--- src/mrx_map.vh ---
// constants for the move and return execution block
// assumes a 14-bit instruction word and a 13-bit program counter
`ifndef MRX_MAP_VH
`define MRX_MAP_VH
// ==========================================
// opcode patterns (14-bit words)
`define MRX_OP_MOVE_ACC   14'h0080
`define MRX_MASK_MOVE_ACC 14'h3f80
`define MRX_OP_LOAD_LIT   14'h3000
`define MRX_MASK_LOAD_LIT 14'h3f00
`define MRX_OP_RET_LIT    14'h3400
`define MRX_MASK_RET_LIT  14'h3f00
`define MRX_OP_IDLE       14'h0000
`define MRX_OP_RET_IRQ    14'h0009
`define MRX_OP_RETURN     14'h0008
// ==========================================
// fields
`define MRX_GIE_BIT       7
`define MRX_IRQ_CTRL_RST  8'h00
`define MRX_PC_RST        13'h0000
`define MRX_ACC_RST       8'h00
// ==========================================
// cycle counts
`define MRX_CYC_ONE       2'd1
`define MRX_CYC_TWO       2'd2
`define MRX_STACK_DEPTH   8
`endif

--- src/mrx_stack.v ---
// hardware return stack for the execution block
// assumes push and pop never fall in the same cycle
`include "mrx_map.vh"
module mrx_stack (
  // clock and reset
  input  wire        ref_clk,
  input  wire        arst_n,
  // control
  input  wire        push,
  input  wire [12:0] push_addr,
  input  wire        pop,
  // top of stack
  output wire [12:0] stack_top
);
  reg [12:0] mem_q [0:`MRX_STACK_DEPTH-1];
  reg [2:0]  ptr_q;
  integer    i;
  // circular: overflow wraps silently, as in small cores
  assign stack_top = mem_q[ptr_q - 3'd1];
  always @(posedge ref_clk or negedge arst_n) begin
    if (!arst_n) begin
      ptr_q <= 3'd0;
      for (i = 0; i < `MRX_STACK_DEPTH; i = i + 1) begin
        mem_q[i] <= 13'h0000;
      end
    end else if (push) begin
      mem_q[ptr_q] <= push_addr;
      ptr_q        <= ptr_q + 3'd1;
    end else if (pop) begin
      ptr_q <= ptr_q - 3'd1;
    end
  end
endmodule

--- src/mrx_exec.v ---
// executes move, load-literal, idle and return instructions
// assumes one instruction word offered per cycle when instr_valid is high
`include "mrx_map.vh"
// Contract
// - move accumulator into file register 0..127
// - load 8-bit literal into accumulator
// - irq return pops stack into pc
// - irq return sets global irq enable
// - irq return takes two cycles
// - literal return loads accumulator
// - literal return loads pc from stack
// - literal return takes two cycles
// - subroutine return pops stack, two cycles
module mrx_exec (
  // clock and reset
  input  wire        ref_clk,
  input  wire        arst_n,
  // instruction in
  input  wire        instr_valid,
  input  wire [13:0] instr_word,
  output wire        instr_ready,
  // call entry from rest of core
  input  wire        call_push,
  input  wire [12:0] call_ret_addr,
  // file register write port
  output reg         file_we_q,
  output reg  [6:0]  file_addr_q,
  output reg  [7:0]  file_wdata_q,
  // architectural state
  output reg  [7:0]  acc_q,
  output reg  [12:0] pc_q,
  output reg  [7:0]  irq_ctrl_q,
  output wire        global_irq_enable,
  output reg         stack_pop_q
);
  // ==========================================
  // sequencer states, one-hot
  localparam S_FETCH = 2'b01;
  localparam S_FLUSH = 2'b10;

  // ==========================================
  // instruction classes, one-hot
  // unknown words fall into the idle class and only advance the pc
  localparam C_IDLE = 6'b000001;
  localparam C_MOVE = 6'b000010;
  localparam C_LOAD = 6'b000100;
  localparam C_RLIT = 6'b001000;
  localparam C_RIRQ = 6'b010000;
  localparam C_RET  = 6'b100000;

  // ==========================================
  // declarations
  reg  [1:0]  state_q;
  reg  [1:0]  state_d;
  reg  [7:0]  acc_d;
  reg  [12:0] pc_d;
  reg  [7:0]  irq_ctrl_d;
  reg         file_we_d;
  reg  [6:0]  file_addr_d;
  reg  [7:0]  file_wdata_d;
  wire [12:0] stack_top;
  wire [5:0]  op_class;
  wire [7:0]  literal;
  wire [6:0]  file_sel;
  wire        take;
  wire        two_cycle;
  wire        is_pop;

  // ==========================================
  // decode helpers
  function match;
    input [13:0] w;
    input [13:0] m;
    input [13:0] p;
    begin
      match = ((w & m) == p);
    end
  endfunction

  // priority order is moot: the patterns never overlap
  function [5:0] classify;
    input [13:0] w;
    begin
      if (match(w, `MRX_MASK_MOVE_ACC, `MRX_OP_MOVE_ACC)) begin
        classify = C_MOVE;
      end else if (match(w, `MRX_MASK_LOAD_LIT, `MRX_OP_LOAD_LIT)) begin
        classify = C_LOAD;
      end else if (match(w, `MRX_MASK_RET_LIT, `MRX_OP_RET_LIT)) begin
        classify = C_RLIT;
      end else if (w == `MRX_OP_RET_IRQ) begin
        classify = C_RIRQ;
      end else if (w == `MRX_OP_RETURN) begin
        classify = C_RET;
      end else begin
        classify = C_IDLE;
      end
    end
  endfunction

  // every word is one program word; only the returns take a second cycle
  function [1:0] cycles_of;
    input [5:0] c;
    begin
      case (c)
        C_RLIT:  cycles_of = `MRX_CYC_TWO;
        C_RIRQ:  cycles_of = `MRX_CYC_TWO;
        C_RET:   cycles_of = `MRX_CYC_TWO;
        default: cycles_of = `MRX_CYC_ONE;
      endcase
    end
  endfunction

  // ==========================================
  // handshake and decode
  // ready drops for the dead cycle of a return, refusing any word offered then
  assign instr_ready       = (state_q == S_FETCH);
  assign take              = instr_valid & instr_ready;
  assign op_class          = classify(instr_word);
  assign literal           = instr_word[7:0];
  assign file_sel          = instr_word[6:0];
  assign two_cycle         = (cycles_of(op_class) == `MRX_CYC_TWO);
  // each two-cycle word here is a return, so length and pop coincide
  assign is_pop            = take & two_cycle;
  assign global_irq_enable = irq_ctrl_q[`MRX_GIE_BIT];

  // ==========================================
  // return stack
  // a call push in the same cycle as a pop would lose the pop
  mrx_stack u_stack (
    .ref_clk   (ref_clk),
    .arst_n    (arst_n),
    .push      (call_push),
    .push_addr (call_ret_addr),
    .pop       (is_pop),
    .stack_top (stack_top)
  );

  // ==========================================
  // sequencing
  always @* begin
    state_d = S_FETCH;
    case (state_q)
      S_FETCH: begin
        if (is_pop) begin
          state_d = S_FLUSH;
        end else begin
          state_d = S_FETCH;
        end
      end
      S_FLUSH: begin
        // second cycle of a return: nothing is taken
        state_d = S_FETCH;
      end
      default: begin
        state_d = S_FETCH;
      end
    endcase
  end

  always @(posedge ref_clk or negedge arst_n) begin
    if (!arst_n) begin
      state_q <= S_FETCH;
    end else begin
      state_q <= state_d;
    end
  end

  // ==========================================
  // accumulator
  always @* begin
    acc_d = acc_q;
    if (take) begin
      case (op_class)
        C_LOAD:  acc_d = literal;
        C_RLIT:  acc_d = literal;
        default: acc_d = acc_q;
      endcase
    end
  end

  always @(posedge ref_clk or negedge arst_n) begin
    if (!arst_n) begin
      acc_q <= `MRX_ACC_RST;
    end else begin
      acc_q <= acc_d;
    end
  end

  // ==========================================
  // program counter
  // returns take the stack top as it stood before the pop edge
  always @* begin
    pc_d = pc_q;
    if (take) begin
      case (op_class)
        C_RLIT:  pc_d = stack_top;
        C_RIRQ:  pc_d = stack_top;
        C_RET:   pc_d = stack_top;
        default: pc_d = pc_q + 13'd1;
      endcase
    end
  end

  always @(posedge ref_clk or negedge arst_n) begin
    if (!arst_n) begin
      pc_q <= `MRX_PC_RST;
    end else begin
      pc_q <= pc_d;
    end
  end

  // ==========================================
  // irq control
  // only the enable bit is owned here; the other bits read as zero
  always @* begin
    irq_ctrl_d = irq_ctrl_q;
    if (take && (op_class == C_RIRQ)) begin
      irq_ctrl_d[`MRX_GIE_BIT] = 1'b1;
    end
  end

  always @(posedge ref_clk or negedge arst_n) begin
    if (!arst_n) begin
      irq_ctrl_q <= `MRX_IRQ_CTRL_RST;
    end else begin
      irq_ctrl_q <= irq_ctrl_d;
    end
  end

  // ==========================================
  // file register write port
  // address and data hold after the strobe; only file_we_q marks a write
  always @* begin
    file_we_d    = 1'b0;
    file_addr_d  = file_addr_q;
    file_wdata_d = file_wdata_q;
    if (take && (op_class == C_MOVE)) begin
      file_we_d    = 1'b1;
      file_addr_d  = file_sel;
      file_wdata_d = acc_q;
    end
  end

  always @(posedge ref_clk or negedge arst_n) begin
    if (!arst_n) begin
      file_we_q    <= 1'b0;
      file_addr_q  <= 7'h00;
      file_wdata_q <= 8'h00;
    end else begin
      file_we_q    <= file_we_d;
      file_addr_q  <= file_addr_d;
      file_wdata_q <= file_wdata_d;
    end
  end

  // ==========================================
  // pop strobe, one cycle after a return is taken
  always @(posedge ref_clk or negedge arst_n) begin
    if (!arst_n) begin
      stack_pop_q <= 1'b0;
    end else begin
      stack_pop_q <= is_pop;
    end
  end
endmodule

--- config.mk ---
export PLATFORM = sky130hd
export DESIGN_NAME = mrx_exec
export DESIGN_NICKNAME = d
export VERILOG_FILES = /design/src/mrx_stack.v /design/src/mrx_exec.v
export VERILOG_INCLUDE_DIRS = /design/src
export SDC_FILE = /design/constraint.sdc
export NUM_CORES = 1
export LEC_CHECK = 0
export ABC_AREA = 1
export BUFFER_PORTS_ARGS = -buffer_cell sky130_fd_sc_hd__buf_2
export CORE_MARGIN = 2
export CORE_UTILIZATION = 40
export DETAILED_ROUTE_END_ITERATION = 8
export HOLD_SLACK_MARGIN = 0.1
export PLACE_DENSITY_LB_ADDON = 0.08
export SLEW_MARGIN = 20
export SYNTH_ARGS = -nofsm -noshare
export SYNTH_HDL_FRONTEND = slang
export SYNTH_SLANG_ARGS = --single-unit
--- constraint.sdc ---
create_clock -name ref_clk -period 4.1 [get_ports ref_clk]
set_clock_uncertainty 0.05 [all_clocks]
set_input_delay 0.615 -clock ref_clk [delete_from_list [all_inputs] [get_ports ref_clk]]
set_output_delay 0.615 -clock ref_clk [all_outputs]
set_load 0.02 [all_outputs]
# After elaboration in Yosys (flattened, before gate mapping)
# Index checks and enable logic that the tools add are counted.
totals:
  register_bits: 148
  input_bits: 31
  out_inout_bits: 48
  elab_cells: 64
op_classes:
  n_bitwise: 4
  reduce_logical: 7
  n_eq_ne: 12
  n_addsub: 3
  muxes: 18
  n_lt_le_gt_ge: 3
ops:
  columns: ["operator", "n"]
  rows:
  - ["bitwise mux 104 bit", 1]
  - ["2-to-1 mux 13 bit", 4]
  - ["binary-select mux 13 bit (select 3 bit)", 1]
  - ["demux 13 bit (select 3 bit)", 1]
  - ["2-to-1 mux 6 bit", 5]
  - ["== test 14 x 4 -> 1 bit, second input constant", 2]
  - ["== test 6 bit, second input constant", 3]
  - ["adder 13 x 1 -> 13 bit, second input constant", 1]
  - ["greater-or-equal comparator 4 bit, second input constant", 2]
  - ["inverter 3 -> 4 bit", 2]
  - ["== test 7 x 1 -> 1 bit, second input constant", 1]
  - ["== test 6 x 2 -> 1 bit, second input constant", 1]
  - ["== test 6 x 3 -> 1 bit, second input constant", 1]
  - ["== test 6 x 4 -> 1 bit, second input constant", 1]
  - ["== test 6 x 5 -> 1 bit, second input constant", 1]
  - ["2-to-1 mux 2 bit", 3]
  - ["2-to-1 mux 3 bit", 2]
  - ["< comparator 4 x 1 -> 1 bit, second input constant", 1]
  - ["adder 3 x 1 -> 3 bit, second input constant", 1]
  - ["logical AND 1 bit", 3]
  - ["OR reduction 3 bit", 1]
  - ["subtractor 3 x 1 -> 3 bit, second input constant", 1]
  - ["bitwise AND 1 bit", 2]
  - ["== test 2 x 1 -> 1 bit, second input constant", 1]
  - ["other kinds (5)", 5]

# Logic depth before layout (Yosys ltp)
depth:
  depth_word: 13
  ltp_mapped: 14
  mapped_depth_nobuf: 11

# Cells and area by module
# Synthesis repeated with hierarchy kept, for this count alone.
hier_totals:
  hier_cells: 1003
  area_unflattened_um2: 7498.4
modules_own_cells:
  columns: ["module", "area_per_inst_um2", "cells_per_inst", "seq_area_each_um2", "n_inst"]
  rows:
  - ["mrx_stack", 5302.6, 724, 2677.6, 1]
  - ["mrx_exec", 2195.9, 279, 1027.2, 1]

# Worst setup path after synthesis
# No wires, ideal clock.
synth_timing:
  path_type: "reg2reg"
  startpoint: "register u_stack.ptr_q[0]"
  endpoint: "register pc_q[7]"
  required_ns: 3.933
  synth_period_minus_slack_ns: 2.001
  setup_time_ns: 0.117
  arrival_ns: 1.833
  path_slack_ns: 2.099
  stages_incl_launch_ff: 14
  path_cell_list: "dfrtp_1 > buf_4 > inv_4 > buf_2 > ha_1 > inv_1 > clkbuf_1 > nor2_1 > o21ai_1 > nand3_1 > nand2_1 > nand2_1 > nand3_1 > nand2_1"
synth_via:
  elab_chain_len: 6
synth_lines:
  columns: ["element", "line_no", "text"]
  rows:
  - ["start, declared", "mrx_stack.v:16", "reg [2:0] ptr_q;"]
  - ["start signal, assigned", "mrx_stack.v:28", "ptr_q <= ptr_q + 3'd1;"]
  - ["start signal, assigned", "mrx_stack.v:30", "ptr_q <= ptr_q - 3'd1;"]
  - ["subtractor 3 x 1 -> 3 bit", "mrx_stack.v:19", "assign stack_top = mem_q[ptr_q - 3'd1];"]
  - ["inverter 3 -> 4 bit (implied by the code)", "mrx_stack.v:19", null]
  - ["binary-select mux 13 bit (select 3 bit)", "mrx_stack.v:19", null]
  - ["2-to-1 mux 13 bit (implied by the code) (2 in series)", "mrx_stack.v:19", null]
  - ["2-to-1 mux 13 bit", "mrx_exec.v:195", "case (op_class)"]
  - ["end signal, assigned", "mrx_exec.v:206", "pc_q <= `MRX_PC_RST;"]
  - ["end signal, assigned", "mrx_exec.v:208", "pc_q <= pc_d;"]
  - ["end, declared", "mrx_exec.v:31", "output reg [12:0] pc_q,"]
# No other way between the ends. The select of a mux whose other input is x is not followed.
# A chain may end at the register's enable or synchronous reset.

# Worst setup path after layout
layout_timing:
  startpoint: "register u_stack.ptr_q[0]"
  endpoint: "register pc_q[5]"
# The elaborated chain is that of the path after synthesis.

==> metrics.txt <==
NumNets Final=~1,000; clock power share=between 20% and 30%; Fin Hold WS=0.1395 ns; dpl hpwl=roughly 12,000 um; Setup WS post-layout=between 1 and 1.5 ns; clock buffer depth=2; Reg2Reg Depth=11; setup_tns=0 ns; clock-pin slew on the worst setup and hold paths=roughly 0.060 ns; Ys Warns=0; Hold Path Class=in -> async; worst flop-to-flop path endpoint=pc_q[5]; core area=between 0.015 and 0.02 mm2; WP depth=11; sequential area share after synthesis=about half; P_sw=2.307 mW; synthesized flop and latch total=~150; Fin. Hold Viols=0; placed inst area=~0.0076 mm2; gr ovfl total=0; Post-Syn Instances=~940; Max VDD drop=about 0.36 mV; Die Ht=about 140 um; f_max=approximately 350 MHz; Cell variety after synth=37; CP max stage cell=dfrtp_2; CP Launch Point=u_stack.ptr_q[0]; global-route wire length before repair=30,130 um; post-layout util=between 40% and 50%; GP Congestion=0.7943; fin cells=between 1,000 and 1,500; reg-to-reg setup timing slack=1.22 ns; Static Leakage=4.369 nW; Worst EP arrival=3.18 ns; Vias=just under 6,000; Max FO, Critical Path=45; number of global-route vias before repair=between 5,000 and 6,000; Crit path required time=around 4.4 ns; Flop pwr share=approximately two fifths; CTS tree=built; # Max-Cap Violations=0; Tot Pwr=between 5 and 6 mW; row cnt=49; CP top delay family=buffers and inverters; Top cell by count, worst path=nand2_1; post-layout instance area=about 0.008 mm2; Pre-antenna DRT Iters=7; power share of the combinational group=about a third; cells along the critical path=inv_4 -> ha_1 -> inv_1 -> o21ai_0 -> o21ai_1 -> nand2_1 -> nand2_1 -> nand2_1 -> nand2_1 -> nand2_1 -> nand2_1; Initial Util=approximately two fifths; Cells after DPL=1,201; Initial DRC Count=between 300 and 400; Hold-fix buffers, CTS=0; mapped cell area=around 0.0072 mm2; final wirelength=around 18,000 um; worst skew pair latency=between 0.4 and 0.5 ns; Tot GR Track Use=19.73%; Wirelength per Cell=14.74 um; via density per instance=roughly 4.8; die area=approximately 0.019 mm2; crit path time final=~2.9 ns; Place WS=~1.2 ns; FF-to-FF Start=u_stack.ptr_q[0]; Switching Share=38.66%; post-CTS setup buffer count=0; layout cell share with drive strength beyond 1=13.13%; CTS H-Tree Depth=4; kind of end point of the critical path=flop; IO Pins=around 80; critical path class=reg -> reg; CP peak stage delay=between 0.7 and 0.8 ns; CP Launch Type=flop; diodes inserted=0; number of remaining DRC errors=0; DIE WIDTH=138.2 um; Worst Setup EP=pc_q[5]; final setup fails=0; Routed Antenna Nets=0; Final Cycle Share=70.23%; post-cts resize count=0; synthesized area per cell=about 7.7 um2; RSZ-0062 raised after global routing=no; largest net degree at the start of global routing=71; total power density per cell area=roughly 720 mW/mm2; internal power=approximately 3.7 mW; CTS buffer count=17; Max transition margin=between 20% and 30%; initial antenna violation count=0; Tightest Pin Transition=approximately 1.1 ns; final number of max-transition violations=0; CTS root buf=clkbuf_16; CP bufs+invs=2; status=completed; synthesis-to-layout area growth=14.39%; I/O Buffers=around 70; Clock Sinks=between 100 and 150
## sequential cells by signal, indices dropped and copies added (netlist names)
| name | cells |
|---|---|
| u_stack.mem_q | 104 |
| pc_q | 13 |
| acc_q | 8 |
| file_wdata_q | 8 |
| file_addr_q | 7 |
| u_stack.ptr_q | 3 |
| state_q | 2 |
| file_we_q | 1 |
| irq_ctrl_q | 1 |
| stack_pop_q | 1 |
## kinds of logic (layout without fill, tap and decap cells)
logic type                 Yosys count  after routing  share of synthesized area, %
AOI/OAI and AO/OA                  149            149                         10.48
xor gates and xnor gates             7              7                         1.111
adders and majority gates            3              3                        0.5208
buffers and inverters              126            183                         7.933
DFF                                148            148                         51.40
other                                1              7                       0.05202
and+or+nand+nor                    508            508                         28.50
## power groups by stage
stage | logic, mW | registers, mW | clock network, mW
3_3_place_gp | 2.00 | 2.42 | 0
4_1_cts | 2.02 | 2.40 | 1.58
2_1_floorplan | 1.47 | 2.38 | 0
6_report | 2.01 | 2.41 | 1.55
5_1_grt | 2.32 | 2.48 | 1.65
3_5_place_dp | 2.01 | 2.42 | 0
## how the worst min path moves through the flow
| stage | from | to | slack, ns | cells past startpoint |
|---|---|---|---|---|
| floorplan | arst_n | acc_q[0] | 0.27 | 0 |
| global placement | file_wdata_q[2] | file_wdata_q[2] | 0.41 | 2 |
| detailed placement | file_wdata_q[2] | file_wdata_q[2] | 0.41 | 2 |
| CTS | arst_n | file_wdata_q[5] | 0.17 | 1 |
| global route | arst_n | file_wdata_q[5] | 0.18 | 1 |
| finish | arst_n | file_wdata_q[5] | 0.14 | 1 |
## per-layer routing
layer / wire length, um / vias up / global-route usage, % / share of wire (%)
li1: - / 3054 / - / -
met3: 628 / 19 / 3.949 / 3.5
met1: 9514 / 2727 / 28.80 / 52
met5: 0 / - / 0 / 0
met2: 7737 / 122 / 29.73 / 43
met4: 306 / 0 / 6.284 / 1.7
## cell usage after synthesis
cell      count  area share, %
nand2_4       2           0.31
buf_8         1           0.21
inv_4         1          0.087
a21oi_1       8           0.56
a21boi_0      1           0.10
nor2_4        1           0.16
inv_2         8           0.42
o211ai_1      1           0.10
o21ai_0      58            4.0
nor2_1       53            2.8
nand3_4       1           0.24
o21ai_1      78            5.4
o21bai_1      1           0.10
nand2_2       1          0.087
nand4_2       1           0.17
or2_1         1          0.087
inv_1        65            3.4
o22ai_1       2           0.17
nand3_2       1           0.14
nand3b_1      2           0.21
xnor2_4       1           0.38
buf_4        14            1.5
nor2_2        4           0.35
conb_1        1          0.052
buf_1         3           0.16
nand3_1      39            2.7
xnor2_1       3           0.36
nand2_1     396             21
dfrtp_1     147             51
nor3_4        1           0.23
clkinv_1      1          0.052
nand4_1       5           0.43
xor2_1        3           0.36
clkbuf_1      7           0.36
ha_1          3           0.52
buf_2        26            1.8
dfstp_2       1           0.36
## cell type report
type / count / area [um2]
fill: 1878 / 9595
sequential: 148 / 3706
multi-input combinational: 674 / 2962
clock buffer: 21 / 460.4
timing repair buffer: 76 / 419.2
tap: 229 / 286.5
inverter: 75 / 284.0
clock inverter: 11 / 127.6
## layout by cell type (no fill, tap or decap), drive strengths merged
master    instances
dfstp             1
nor3              1
nand3b            2
buf              76
xnor2             4
bufinv            2
dfrtp           147
a21oi             8
nand4             6
clkinv            6
clkbuf           21
clkinvlp          3
xor2              3
ha                3
or2               1
o22ai             2
nand3            41
inv              75
conb              7
o211ai            1
nand2           399
o21ai           136
o21bai            1
nor2             58
a21boi            1
No activity file was read; power rests on OpenSTA's default activity.
